[src/rtl/flash_host_regs.vh]
// Opcode, lane and rate constants for the serial flash host controller
`ifndef FLASH_HOST_REGS_VH
`define FLASH_HOST_REGS_VH

// Core clock rate in MHz
`define CORE_CLK_MHZ        20
// Default serial clock half period in core cycles
`define SCK_HALF_DEFAULT    1

// Instruction codes
`define OP_REG_WRITE        8'h01
`define OP_PAGE_PROG        8'h02
`define OP_PLAIN_READ       8'h03
`define OP_QUICK_READ       8'h0B
`define OP_QUICK_READ_L     8'h0C
`define OP_DDR_QUICK        8'h0D
`define OP_DDR_QUICK_L      8'h0E
`define OP_PAGE_PROG_L      8'h12
`define OP_PLAIN_READ_L     8'h13
`define OP_SMALL_ERASE      8'h20
`define OP_SMALL_ERASE_L    8'h21
`define OP_STATUS_CLEAR     8'h30
`define OP_QUAD_PROG_A      8'h32
`define OP_QUAD_PROG_L      8'h34
`define OP_QUAD_PROG_B      8'h38
`define OP_DUAL_OUT         8'h3B
`define OP_DUAL_OUT_L       8'h3C
`define OP_NV_PATTERN       8'h43
`define OP_VOL_PATTERN      8'h4A
`define OP_ARRAY_ERASE_A    8'h60
`define OP_QUAD_OUT         8'h6B
`define OP_QUAD_OUT_L       8'h6C
`define OP_LEGACY_SIG       8'h90
`define OP_ID_READ          8'h9F
`define OP_PERF_MODE        8'hA3
`define OP_BANK_ACCESS      8'hB9
`define OP_DUAL_IO          8'hBB
`define OP_DUAL_IO_L        8'hBC
`define OP_DDR_DUAL_IO      8'hBD
`define OP_DDR_DUAL_IO_L    8'hBE
`define OP_ARRAY_ERASE_B    8'hC7
`define OP_SECTOR_ERASE     8'hD8
`define OP_SECTOR_ERASE_L   8'hDC
`define OP_RESERVED_E5      8'hE5
`define OP_RESERVED_E6      8'hE6
`define OP_QUAD_IO          8'hEB
`define OP_QUAD_IO_L        8'hEC
`define OP_DDR_QUAD_IO      8'hED
`define OP_DDR_QUAD_IO_L    8'hEE
`define OP_SOFT_RESET       8'hF0
`define OP_MODE_EXIT        8'hFF

// Lane counts
`define LANE1               3'h1
`define LANE2               3'h2
`define LANE4               3'h4

// Clock limits in MHz (50, 80, 104, 133)
`define MHZ_50              8'h32
`define MHZ_80              8'h50
`define MHZ_104             8'h68
`define MHZ_133             8'h85

// Byte width and address lengths
`define BYTE_BITS           4'h8
`define ADDR_BYTES_SHORT    3'h3
`define ADDR_BYTES_LONG     3'h4

`endif

[src/rtl/flash_host.v]
// Serial flash host: issues one instruction frame per command it does not refuse, over SPI mode 0
// Summary of operation
// - Opcode 03 plain read, 13 long form; clock at most 50 MHz.
// - Opcodes 0D, 0E double-rate quick read: always refused, never sent.
// - Opcodes 3B, 3C two-line output read, at most 104 MHz.
// - Opcodes 6B, 6C four-line output read, at most 104 MHz.
// - Opcode BB two-line address and data read, long companion; 104 MHz.
// - Opcodes BD, BE double-rate two-line address and data read: always refused.
// - Opcodes EB, EC four-line address and data read, at most 104 MHz.
// - Opcodes ED, EE double-rate four-line address and data read: always refused.
// - Opcodes 32, 38 four-line page program, 34 long form; 80 MHz.
// - Host never sends reserved opcodes A3, E5 or E6.
// - Read mode exit: all ones on line 0 for eight clocks.
`timescale 1ns/1ps
`include "flash_host_regs.vh"

module flash_host #(
  parameter SCK_HALF = `SCK_HALF_DEFAULT
) (
  input  wire        core_clk,
  input  wire        reset,
  input  wire        cmdValid,
  output wire        cmdReady,
  input  wire [7:0]  cmdOpcode,
  input  wire [31:0] cmdAddr,
  input  wire [2:0]  cmdAddrBytes,
  input  wire [7:0]  cmdDummy,
  input  wire [15:0] cmdWriteCount,
  input  wire [15:0] cmdReadCount,
  output reg         cmdError,
  output reg         cmdDone,
  input  wire [7:0]  txData,
  input  wire        txValid,
  output wire        txReady,
  output reg  [7:0]  rxData,
  output reg         rxValid,
  output reg         serialClock,
  output reg         chipSelectN,
  output reg  [3:0]  dataLineOut,
  output wire [3:0]  dataLineOe,
  input  wire [3:0]  dataLineIn
);

  localparam ST_IDLE  = 3'h0;
  localparam ST_OPC   = 3'h1;
  localparam ST_ADDR  = 3'h2;
  localparam ST_DUMMY = 3'h3;
  localparam ST_LOADW = 3'h4;
  localparam ST_WR    = 3'h5;
  localparam ST_RD    = 3'h6;
  localparam ST_END   = 3'h7;

  // Serial clock rate that this divider produces, in whole MHz
  localparam integer SCK_RATE = `CORE_CLK_MHZ / (2 * SCK_HALF);
  // Cut to eight bits on purpose: every rate limit fits in a byte
  localparam [7:0]   SCK_MHZ  = SCK_RATE[7:0];

  // Opcode class: [7] refuse, [6] long address only, [5:3] addr lanes, [2:0] data lanes
  function [7:0] opInfo;
    input [7:0] op;
    begin
      case (op)
        `OP_PERF_MODE, `OP_RESERVED_E5, `OP_RESERVED_E6:
          opInfo = {2'b10, `LANE1, `LANE1};
        `OP_DDR_QUICK, `OP_DDR_QUICK_L, `OP_DDR_DUAL_IO, `OP_DDR_DUAL_IO_L,
        `OP_DDR_QUAD_IO, `OP_DDR_QUAD_IO_L:
          opInfo = {2'b10, `LANE1, `LANE1};
        `OP_QUICK_READ_L, `OP_PLAIN_READ_L, `OP_PAGE_PROG_L,
        `OP_SMALL_ERASE_L, `OP_SECTOR_ERASE_L:
          opInfo = {2'b01, `LANE1, `LANE1};
        `OP_DUAL_OUT:    opInfo = {2'b00, `LANE1, `LANE2};
        `OP_DUAL_OUT_L:  opInfo = {2'b01, `LANE1, `LANE2};
        `OP_QUAD_OUT:    opInfo = {2'b00, `LANE1, `LANE4};
        `OP_QUAD_OUT_L:  opInfo = {2'b01, `LANE1, `LANE4};
        `OP_DUAL_IO:     opInfo = {2'b00, `LANE2, `LANE2};
        `OP_DUAL_IO_L:   opInfo = {2'b01, `LANE2, `LANE2};
        `OP_QUAD_IO:     opInfo = {2'b00, `LANE4, `LANE4};
        `OP_QUAD_IO_L:   opInfo = {2'b01, `LANE4, `LANE4};
        `OP_QUAD_PROG_A, `OP_QUAD_PROG_B:
          opInfo = {2'b00, `LANE1, `LANE4};
        `OP_QUAD_PROG_L: opInfo = {2'b01, `LANE1, `LANE4};
        default:         opInfo = {2'b00, `LANE1, `LANE1};
      endcase
    end
  endfunction

  // Highest serial clock rate allowed per opcode
  function [7:0] opLimit;
    input [7:0] op;
    begin
      case (op)
        `OP_PLAIN_READ, `OP_PLAIN_READ_L: opLimit = `MHZ_50;
        `OP_DDR_QUICK, `OP_DDR_QUICK_L, `OP_DDR_DUAL_IO, `OP_DDR_DUAL_IO_L,
        `OP_DDR_QUAD_IO, `OP_DDR_QUAD_IO_L:
          opLimit = `MHZ_80;
        `OP_QUAD_PROG_A, `OP_QUAD_PROG_B, `OP_QUAD_PROG_L:
          opLimit = `MHZ_80;
        `OP_DUAL_OUT, `OP_DUAL_OUT_L, `OP_QUAD_OUT, `OP_QUAD_OUT_L,
        `OP_DUAL_IO, `OP_DUAL_IO_L, `OP_QUAD_IO, `OP_QUAD_IO_L:
          opLimit = `MHZ_104;
        default: opLimit = `MHZ_133;
      endcase
    end
  endfunction

  // Drive pattern: top bits of the shifter on the active lanes, idle lines high
  function [3:0] laneOut;
    input [7:0] sh;
    input [2:0] ln;
    begin
      case (ln)
        `LANE2:  laneOut = {2'b11, sh[7:6]};
        `LANE4:  laneOut = sh[7:4];
        default: laneOut = {3'b111, sh[7]};
      endcase
    end
  endfunction

  // Frame state, serial clock divider and per-phase counters
  reg [2:0]  state;
  reg [15:0] divCnt;
  reg [7:0]  shiftOut;
  reg [7:0]  shiftIn;
  reg [3:0]  bitsLeft;
  reg [2:0]  lanes;
  reg [2:0]  addrLanes;
  reg [2:0]  dataLanes;
  reg [31:0] addrShift;
  reg [2:0]  addrLeft;
  reg [7:0]  dummyLeft;
  reg [15:0] wrLeft;
  reg [15:0] rdLeft;

  // Command class, phase decode and refusal
  wire [7:0] info     = opInfo(cmdOpcode);
  wire       active   = (state == ST_OPC) || (state == ST_ADDR) || (state == ST_DUMMY) ||
                        (state == ST_WR) || (state == ST_RD);
  wire       tick     = active && (divCnt == 16'h0000);
  wire       byteDone = (state == ST_DUMMY) ? (dummyLeft == 8'h00) : (bitsLeft == 4'h0);
  wire [7:0] shifted  = shiftOut << lanes;
  wire       refuse   = info[7] || (SCK_MHZ > opLimit(cmdOpcode));
  wire       useLong  = info[6] || (cmdAddrBytes == `ADDR_BYTES_LONG);

  // Commands taken only between frames, write bytes only in the load state
  assign cmdReady = (state == ST_IDLE);
  assign txReady  = (state == ST_LOADW) && txValid;

  // Output enables: lines turn around for multi-line reads and the gap before them
  reg [3:0] oeNext;
  always @* begin
    oeNext = 4'b0000;
    if (state == ST_OPC || state == ST_ADDR || state == ST_WR || state == ST_LOADW) begin
      oeNext = (lanes == `LANE1 && state != ST_WR) ? 4'b1101 :
               (state == ST_WR && dataLanes == `LANE1) ? 4'b1101 : 4'b1111;
    end else if (state == ST_DUMMY || state == ST_RD || state == ST_END) begin
      // Closing cycle takes the read-phase pattern, so line 0 stays driven to the end only with single-line data
      oeNext = (dataLanes == `LANE1) ? 4'hD : (dataLanes == `LANE2) ? 4'hC : 4'h0;
    end
  end
  assign dataLineOe = chipSelectN ? 4'b1101 : oeNext;

  // Frame sequencer and serial clock divider
  always @(posedge core_clk) begin
    if (reset) begin
      state       <= ST_IDLE;
      divCnt      <= 16'h0000;
      shiftOut    <= 8'h00;
      shiftIn     <= 8'h00;
      bitsLeft    <= 4'h0;
      lanes       <= `LANE1;
      addrLanes   <= `LANE1;
      dataLanes   <= `LANE1;
      addrShift   <= 32'h0000_0000;
      addrLeft    <= 3'h0;
      dummyLeft   <= 8'h00;
      wrLeft      <= 16'h0000;
      rdLeft      <= 16'h0000;
      cmdError    <= 1'b0;
      cmdDone     <= 1'b0;
      rxData      <= 8'h00;
      rxValid     <= 1'b0;
      serialClock <= 1'b0;
      chipSelectN <= 1'b1;
      dataLineOut <= 4'b1111;
    end else begin
      cmdError <= 1'b0;
      cmdDone  <= 1'b0;
      rxValid  <= 1'b0;
      if (active) begin
        divCnt <= (divCnt == 16'h0000) ? SCK_HALF[15:0] - 16'h0001 : divCnt - 16'h0001;
      end
      case (state)
        ST_IDLE: begin
          if (cmdValid) begin
            if (refuse) begin
              cmdError <= 1'b1;
            end else begin
              chipSelectN <= 1'b0;
              state       <= ST_OPC;
              divCnt      <= SCK_HALF[15:0] - 16'h0001;
              shiftOut    <= cmdOpcode;
              dataLineOut <= laneOut(cmdOpcode, `LANE1);
              lanes       <= `LANE1;
              bitsLeft    <= `BYTE_BITS;
              addrLanes   <= info[5:3];
              dataLanes   <= info[2:0];
              addrLeft    <= (cmdAddrBytes == 3'h0) ? 3'h0 :
                             (useLong ? `ADDR_BYTES_LONG : `ADDR_BYTES_SHORT);
              addrShift   <= useLong ? cmdAddr : {cmdAddr[23:0], 8'h00};
              dummyLeft   <= cmdDummy;
              wrLeft      <= cmdWriteCount;
              rdLeft      <= cmdReadCount;
            end
          end
        end
        ST_LOADW: begin
          if (txValid) begin
            shiftOut    <= txData;
            dataLineOut <= laneOut(txData, dataLanes);
            lanes       <= dataLanes;
            bitsLeft    <= `BYTE_BITS;
            wrLeft      <= wrLeft - 16'h0001;
            state       <= ST_WR;
            divCnt      <= SCK_HALF[15:0] - 16'h0001;
          end
        end
        ST_END: begin
          // Chip select rise commits register writes and resets at the device
          chipSelectN <= 1'b1;
          cmdDone     <= 1'b1;
          serialClock <= 1'b0;
          state       <= ST_IDLE;
        end
        default: begin
          if (tick && !serialClock) begin
            // Rising edge: device samples, host captures
            serialClock <= 1'b1;
            if (state == ST_DUMMY) begin
              dummyLeft <= dummyLeft - 8'h01;
            end else begin
              bitsLeft <= bitsLeft - {1'b0, lanes};
            end
            if (state == ST_RD) begin
              case (lanes)
                `LANE2:  shiftIn <= {shiftIn[5:0], dataLineIn[1:0]};
                `LANE4:  shiftIn <= {shiftIn[3:0], dataLineIn[3:0]};
                default: shiftIn <= {shiftIn[6:0], dataLineIn[1]};
              endcase
            end
          end else if (tick) begin
            // Falling edge: shift within the byte or move to the next phase
            serialClock <= 1'b0;
            if (!byteDone) begin
              shiftOut    <= shifted;
              dataLineOut <= laneOut(shifted, lanes);
            end else begin
              if (state == ST_RD) begin
                rxData  <= shiftIn;
                rxValid <= 1'b1;
              end
              if (addrLeft != 3'h0) begin
                shiftOut    <= addrShift[31:24];
                dataLineOut <= laneOut(addrShift[31:24], addrLanes);
                addrShift   <= {addrShift[23:0], 8'h00};
                addrLeft    <= addrLeft - 3'h1;
                lanes       <= addrLanes;
                bitsLeft    <= `BYTE_BITS;
                state       <= ST_ADDR;
              end else if (dummyLeft != 8'h00) begin
                lanes <= dataLanes;
                state <= ST_DUMMY;
              end else if (wrLeft != 16'h0000) begin
                state <= ST_LOADW;
              end else if (rdLeft != 16'h0000) begin
                rdLeft   <= rdLeft - 16'h0001;
                lanes    <= dataLanes;
                bitsLeft <= `BYTE_BITS;
                state    <= ST_RD;
              end else begin
                state <= ST_END;
              end
            end
          end
        end
      endcase
    end
  end

endmodule

[config.mk]
export PLATFORM = sky130hd
export DESIGN_NAME = flash_host
export DESIGN_NICKNAME = d
export VERILOG_FILES = /design/src/rtl/flash_host.v
export VERILOG_INCLUDE_DIRS = /design/src /design/src/rtl
export SDC_FILE = /design/constraint.sdc
export NUM_CORES = 1
export LEC_CHECK = 0
export ABC_CLOCK_PERIOD_IN_PS = 2900
export BUFFER_PORTS_ARGS = -buffer_cell sky130_fd_sc_hd__buf_2
export CAP_MARGIN = 20
export CORE_ASPECT_RATIO = 1.25
export CORE_MARGIN = 1.5
export CORE_UTILIZATION = 60
export CTS_BUF_LIST = sky130_fd_sc_hd__clkbuf_2
export DETAILED_ROUTE_END_ITERATION = 10
export PLACE_DENSITY = 0.83
export SYNTH_ARGS = -nofsm -noshare
export SYNTH_HDL_FRONTEND = slang
export SYNTH_SLANG_ARGS = --single-unit
[constraint.sdc]
create_clock -name core_clk -period 2.9 [get_ports core_clk]
set_input_delay 0.29 -clock core_clk [delete_from_list [all_inputs] [get_ports core_clk]]
set_output_delay 0.29 -clock core_clk [all_outputs]
set_load 0.03 [all_outputs]
# == Word level (Yosys, flattened, before mapping) ==
# Index checks and enable logic that the tools add are counted.
# totals
ff_bits,140
inputBits,99
out_inout_bits,23
# classes
n_addsub,6
order_cmp,1
n_eq_ne,57
shift,1
mux,113
bitwise,10
reduce_logical,67
# op_table
operator,count
$mux 16,17
$mux 32,7
$eq 8x8->1 const B,12
$pmux 16 s2,3
$mux 4,23
$mux 8,11
$pmux 8 s10,1
$mux 3,24
$pmux 32 s2,1
$eq 8x6->1 const B,6
$pmux 8 s3,2
$sub 16x1->16 const B,3
$pmux 8 s2,2
$reduce_bool 16->1,2
$eq 3x3->1 const B,8
$eq 8x4->1 const B,3
$pmux 4 s2,3
$pmux 4 s3,2
$reduce_and 10->1,2
$pmux 3 s3,2
$reduce_or 9->1,2
$eq 8x5->1 const B,2
$eq 8x7->1 const B,2
$logic_not 16->1,1
41 further kinds,114

# == Longest topological paths before layout ==
# depth
ltp_word,9
ltp_mapped,10

# == Worst setup path after synthesis ==
# OpenSTA, ideal clock, no wires.
# synth_path
path_type,register to output
start,register state[0]
end,output dataLineOe[3]
arrival_time_ns,2.842
required_ns,2.610
slack_ns,-0.232
path_stages_with_launch,10
path_buffers,6
path_cell_list,dfxtp_1 clkbuf_1 or3_1 clkbuf_1 inv_1 clkbuf_1 buf_1 buf_1 o21bai_1 buf_4
# synth_between
elab_chain_cells,6
word_cells_on_any_way,15
cone_classes,7 x eq/ne; 3 x mux; 5 x reduce/logical
# synth_rtl
item,line_no,text
"start, declared",flash_host.v:120,reg [2:0] state;
"start signal, assigned",flash_host.v:165,state <= ST_IDLE;
"start signal, assigned",flash_host.v:199,state <= ST_OPC;
"start signal, assigned",flash_host.v:223,state <= ST_WR;
"$eq 3x2->1, or another cell as far along",flash_host.v:155,end else if (state == ST_DUMMY || state == ST_RD || state == ST_END) begin
"$logic_or 1x1->1, on equally long branches (2 in series)","flash_host.v:155, flash_host.v:152",
$mux 4 / $logic_or 1x1->1 (equally long branches),"flash_host.v:155, flash_host.v:152",
$mux 4 *,flash_host.v:152,if (state == ST_OPC || state == ST_ADDR || state == ST_WR || state == ST_LOADW) begin
$mux 4 *,flash_host.v:160,assign dataLineOe = chipSelectN ? 4'b1101 : oeNext;
"end, declared",flash_host.v:40,"output wire [3:0] dataLineOe,"
# Every way passes the cells marked *; elsewhere a longest branch is shown, timed or not.

# == Worst setup path in the final report ==
# layout_path
start,input cmdOpcode[7]
end,register addrShift[24]
# layout_between
elab_chain_cells,8
word_cells_on_any_way,44
cone_classes,1 x order compare; 27 x eq/ne; 6 x mux; 10 x reduce/logical
# layout_rtl
item,line_no,text
"start, declared",flash_host.v:24,"input wire [7:0] cmdOpcode,"
branches (longest 8 deep; another with $gt 4x8->1),--,
"end signal, assigned",flash_host.v:209,"addrShift <= useLong ? cmdAddr : {cmdAddr[23:0], 8'h00};"
"end signal, assigned",flash_host.v:264,"addrShift <= {addrShift[23:0], 8'h00};"
"end, declared",flash_host.v:128,reg [31:0] addrShift;
# Parallel ways; which one is timed is not known. The select of a mux whose other input is x is not followed.
# A chain may end at the register's enable or synchronous reset.

==> run_results.csv <==
group,metric,value,unit
synth,yosys_register_bits,140,
clock_tree,clockRootBuffer,"clkbuf_2",
synth,synth_ff_type,"dfxtp_1",
pwr,ir_drop,775,uV
pwr,p_per_area,1220,mW/mm2
worst_hold_path,min_to,"addrLeft[2]",
finish,post-route-util,75.7,%
worst_hold_path,holdCritStartpoint,"cmdAddrBytes[2]",
finish,synthToLayoutAreaGrowth,23.7,%
floorplan,core,0.0143,mm2
detailed_routing,wl_per_cell,19.1,um
worst_setup_path,cp-end-kind,"flip-flop",
detailed_routing,m1WireLength,10700,um
timing,timing.final.crit_share,97.2,%
worst_setup_path,path_delay_family,"buffers and inverters",
pwr,p_leak,4.28,nW
timing,fmax,355,MHz
synth,synth_area,0.00878,mm2
job,drv_cap,0,
worst_setup_path,reg2reg_from,"wrLeft[5]",
timing,drv_slew,0,
detailed_routing,met3_length,2550,um
clock_tree,cts_tree,"done",
grt,overflow,0,
synth,yosysUniqueCellTypes,80,
worst_setup_path,crit_chain,"dlygate4sd3_1 -> buf_2 -> or4_1 -> a21oi_1 -> a21oi_1 -> nand2_1 -> buf_4 -> mux2i_1 -> dlygate4sd3_1 -> a32o_1",
timing,tns,0,ns
clock_tree,clockBufferDepth,2,
floorplan,die_h,138,um
timing,tightestPinTransition,0.756,ns
floorplan,dieArea,0.0154,mm2
worst_setup_path,r2r_cells,7,
worst_setup_path,r2r_setup_slack,0.13,ns
worst_setup_path,critPathMaxStageDelay,0.60,ns
synth,async_reset_ff_share,0,%
clock_tree,post-cts-setup-buffers,0,
worst_setup_path,crit_arrival,3.55,ns
timing,setup_viol_count_final,0,
synth,yosysWarnings,0,
worst_setup_path,crit_type,"in2reg",
worst_setup_path,path_max_fanout,24,
place,place.detailed.hpwl,17400,um
worst_setup_path,cp.required,3.64,ns
place,post_dp_cell_area,0.00963,mm2
floorplan,floorplan.die.width,111,um
clock_tree,clock_latency,0.80,ns
synth,syn_inst,1105,
worst_setup_path,r2r_end,"rdLeft[15]",
finish,final_nets,1401,
timing,max-slew-margin-rel,49.6,%
detailed_routing,antenna_left,0,
detailed_routing,top_layer,"met4",
finish,layout-drive-gt1-share,18.8,%
floorplan,boundaryPins,122,
timing,fin_skew,0.0492,ns
clock_tree,cts_num_sinks,140,
detailed_routing,routed_wl,28400,um
floorplan,start_util,61.2,%
place,gp_congestion,0.980,
worst_hold_path,hold_depth,5,
detailed_routing,firstDrtPassIters,5,
detailed_routing,route.met2.wl,13800,um
grt,grt_max_degree,58,
grt,grt_pass1_wl,45800,um
clock_tree,numCtsBuffers,17,
detailed_routing,drt-initial-drc-count,992,
worst_setup_path,cp_num_buf_inv,4,
place,port_buffers,121,
grt,antenna_found_initial,2,
synth,yosys-top-cells-area,"dfxtp_1 32%, mux2i_1 5.1%, nor2_1 5.1%, a21oi_1 4.5%, nand2_1 3.4%",
synth,synth-edff-count,0,
worst_setup_path,cp-start-kind,"input pin",
finish,final_area,0.0109,mm2
clock_tree,clkTransAtPathRegs,0.22,ns
timing,hold_viol,0,
status,status,"finished clean",
grt,track_usage,36.3,%
detailed_routing,vias,9791,
detailed_routing,drc_errors,0,
synth,yosysSeqAreaShare,31.9,%
synth,syn-num-nets,1214,
floorplan,rows,49,
detailed_routing,avgViaCountPerCell,6.59,
timing,rsz0062_at_grt,"false",
worst_setup_path,slowest_stage,"dlygate4sd3_1",
synth,syn_avg_cell_area,7.95,um2
finish,fillCellCount,1010,
timing,period_minus_slack,2.82,ns
synth,yosys.area.top_type,"dfxtp_1",
grt,grt_pass1_vias,9323,
clock_tree,htreeDepth,4,
synth,synth.top_cell.area_share,31.9,%
worst_hold_path,hold_path.class,"in2reg",
==> synthesized netlist by cell type, types with 9 or more instances <==
cell / number
nand3b_1: 9
clkbuf_1: 72
nand3_1: 21
nor2b_1: 11
o21ai_0: 55
nand4_1: 10
nand2b_1: 37
nor4_1: 25
or3_1: 10
o221ai_1: 10
nor3_1: 38
a211oi_1: 30
or4_1: 13
a22o_1: 11
nand2_1: 80
and2_1: 9
inv_1: 26
a32o_1: 27
a31o_2: 9
a21oi_1: 79
dfxtp_1: 140
nor2_1: 120
a31oi_1: 13
o211ai_1: 14
ha_1: 9
mux2i_1: 45
xnor2_1: 13
o22ai_1: 12
==> timing repair <==
action	CTS	global route
gates cloned	0	0
endpoints found under the setup margin	1	12
hold endpoints to repair	83	0
gates resized for setup	2	9
pin swaps	0	1
hold buffers	91	0
==> flip-flops by register name, summed over array words and instances, names as in the netlist, 4 cells and up <==
signal	cells
bitsLeft	4
shiftOut	8
addrShift	32
shiftIn	8
wrLeft	16
rdLeft	16
rxData	8
dummyLeft	8
divCnt	16
dataLineOut	4
==> cell type report <==
cell class | count | area [um2] | share of cell area (%)
Antenna cell | 2 | 5.00 | 0.0461
Clock buffer | 17 | 85.1 | 0.784
Clock inverter | 15 | 186 | 1.72
Inverter | 27 | 109 | 1.00
Multi-Input combinational cell | 849 | 5530 | 50.9
Sequential cell | 140 | 2810 | 25.8
Tap cell | 178 | 223 | 2.05
Timing Repair Buffer | 257 | 1910 | 17.6
==> worst register-to-register path, stage by stage (launching register included) <==
cell     delay [ns]
dfxtp_1        0.40
nor3_1         0.56
nand4_1        0.41
nor4b_2        0.41
buf_4          0.18
nand2_1        0.18
o32ai_1        0.36
o32ai_1        0.17
==> cells by family (layout without fill, tap and decap cells) <==
family                   Yosys count  count (layout)  share of synthesized area (%)
other                              0               2                              0
flip-flops                       140             140                           31.9
XOR/XNOR                          20              20                           1.99
AND/OR/NAND/NOR                  426             426                           25.4
adder cells (fa/ha/maj)           10              10                           1.51
buffers and inverters            116             316                           5.33
AO/OA/AOI/OAI                    338             338                           26.9
multiplexers                      55              55                           6.93
==> where the power goes <==
part	switching, mW	internal, mW
combinational	5.18	3.48
clock	0.815	0.497
sequential	0.736	2.59
total	6.73	6.57
==> through the flow <==
step	setup slack, ns	power, mW	hold WS (ns)	instances
CTS	0.0121	12.8	0.00331	1483
finish	0.0803	13.3	0.0443	1485
global route	0.0226	14.2	0.0304	1484
floorplan	0.0683	9.14	0.416	1105
global placement	0.223	11.1	0.437	1360
detailed placement	0.214	11.3	0.446	1360
==> how the worst max path moves through the flow <==
stage | start | to | cells after the start
after floorplan | state[0] | dataLineOe[3] | 9
after detailed placement | wrLeft[0] | rdLeft[9] | 10
after global placement | wrLeft[0] | rdLeft[13] | 10
final | cmdOpcode[7] | addrShift[24] | 10
after CTS | state[1] | dummyLeft[3] | 8
after global routing | wrLeft[0] | rdLeft[4] | 11
==> cells in the final DEF (no fill, tap or decap), types with 14 or more instances in the layout <==
cell type	Yosys	layout
clkbuf_2	0	17
nand3_1	21	20
nand2b_1	37	37
a32o_1	27	27
o21ai_0	55	55
nor3_1	38	38
dlygate4sd3_1	0	91
o211ai_1	14	14
buf_4	3	39
dfxtp_1	140	137
nor4_1	25	25
a211oi_1	30	29
a21oi_1	79	79
nor2_1	120	120
nand2_1	80	80
mux2i_1	45	45
buf_2	5	121
inv_1	26	25
==> per-layer routing <==
| layer | global-route usage, % | up-vias |
|---|---|---|
| met3 | 7.28 | 137 |
| li1 | - | 4542 |
| met4 | 17.4 | 0 |
| met1 | 42.5 | 4483 |
| met5 | 0 | - |
| met2 | 63.3 | 629 |
(Power assumes the default switching activity.)
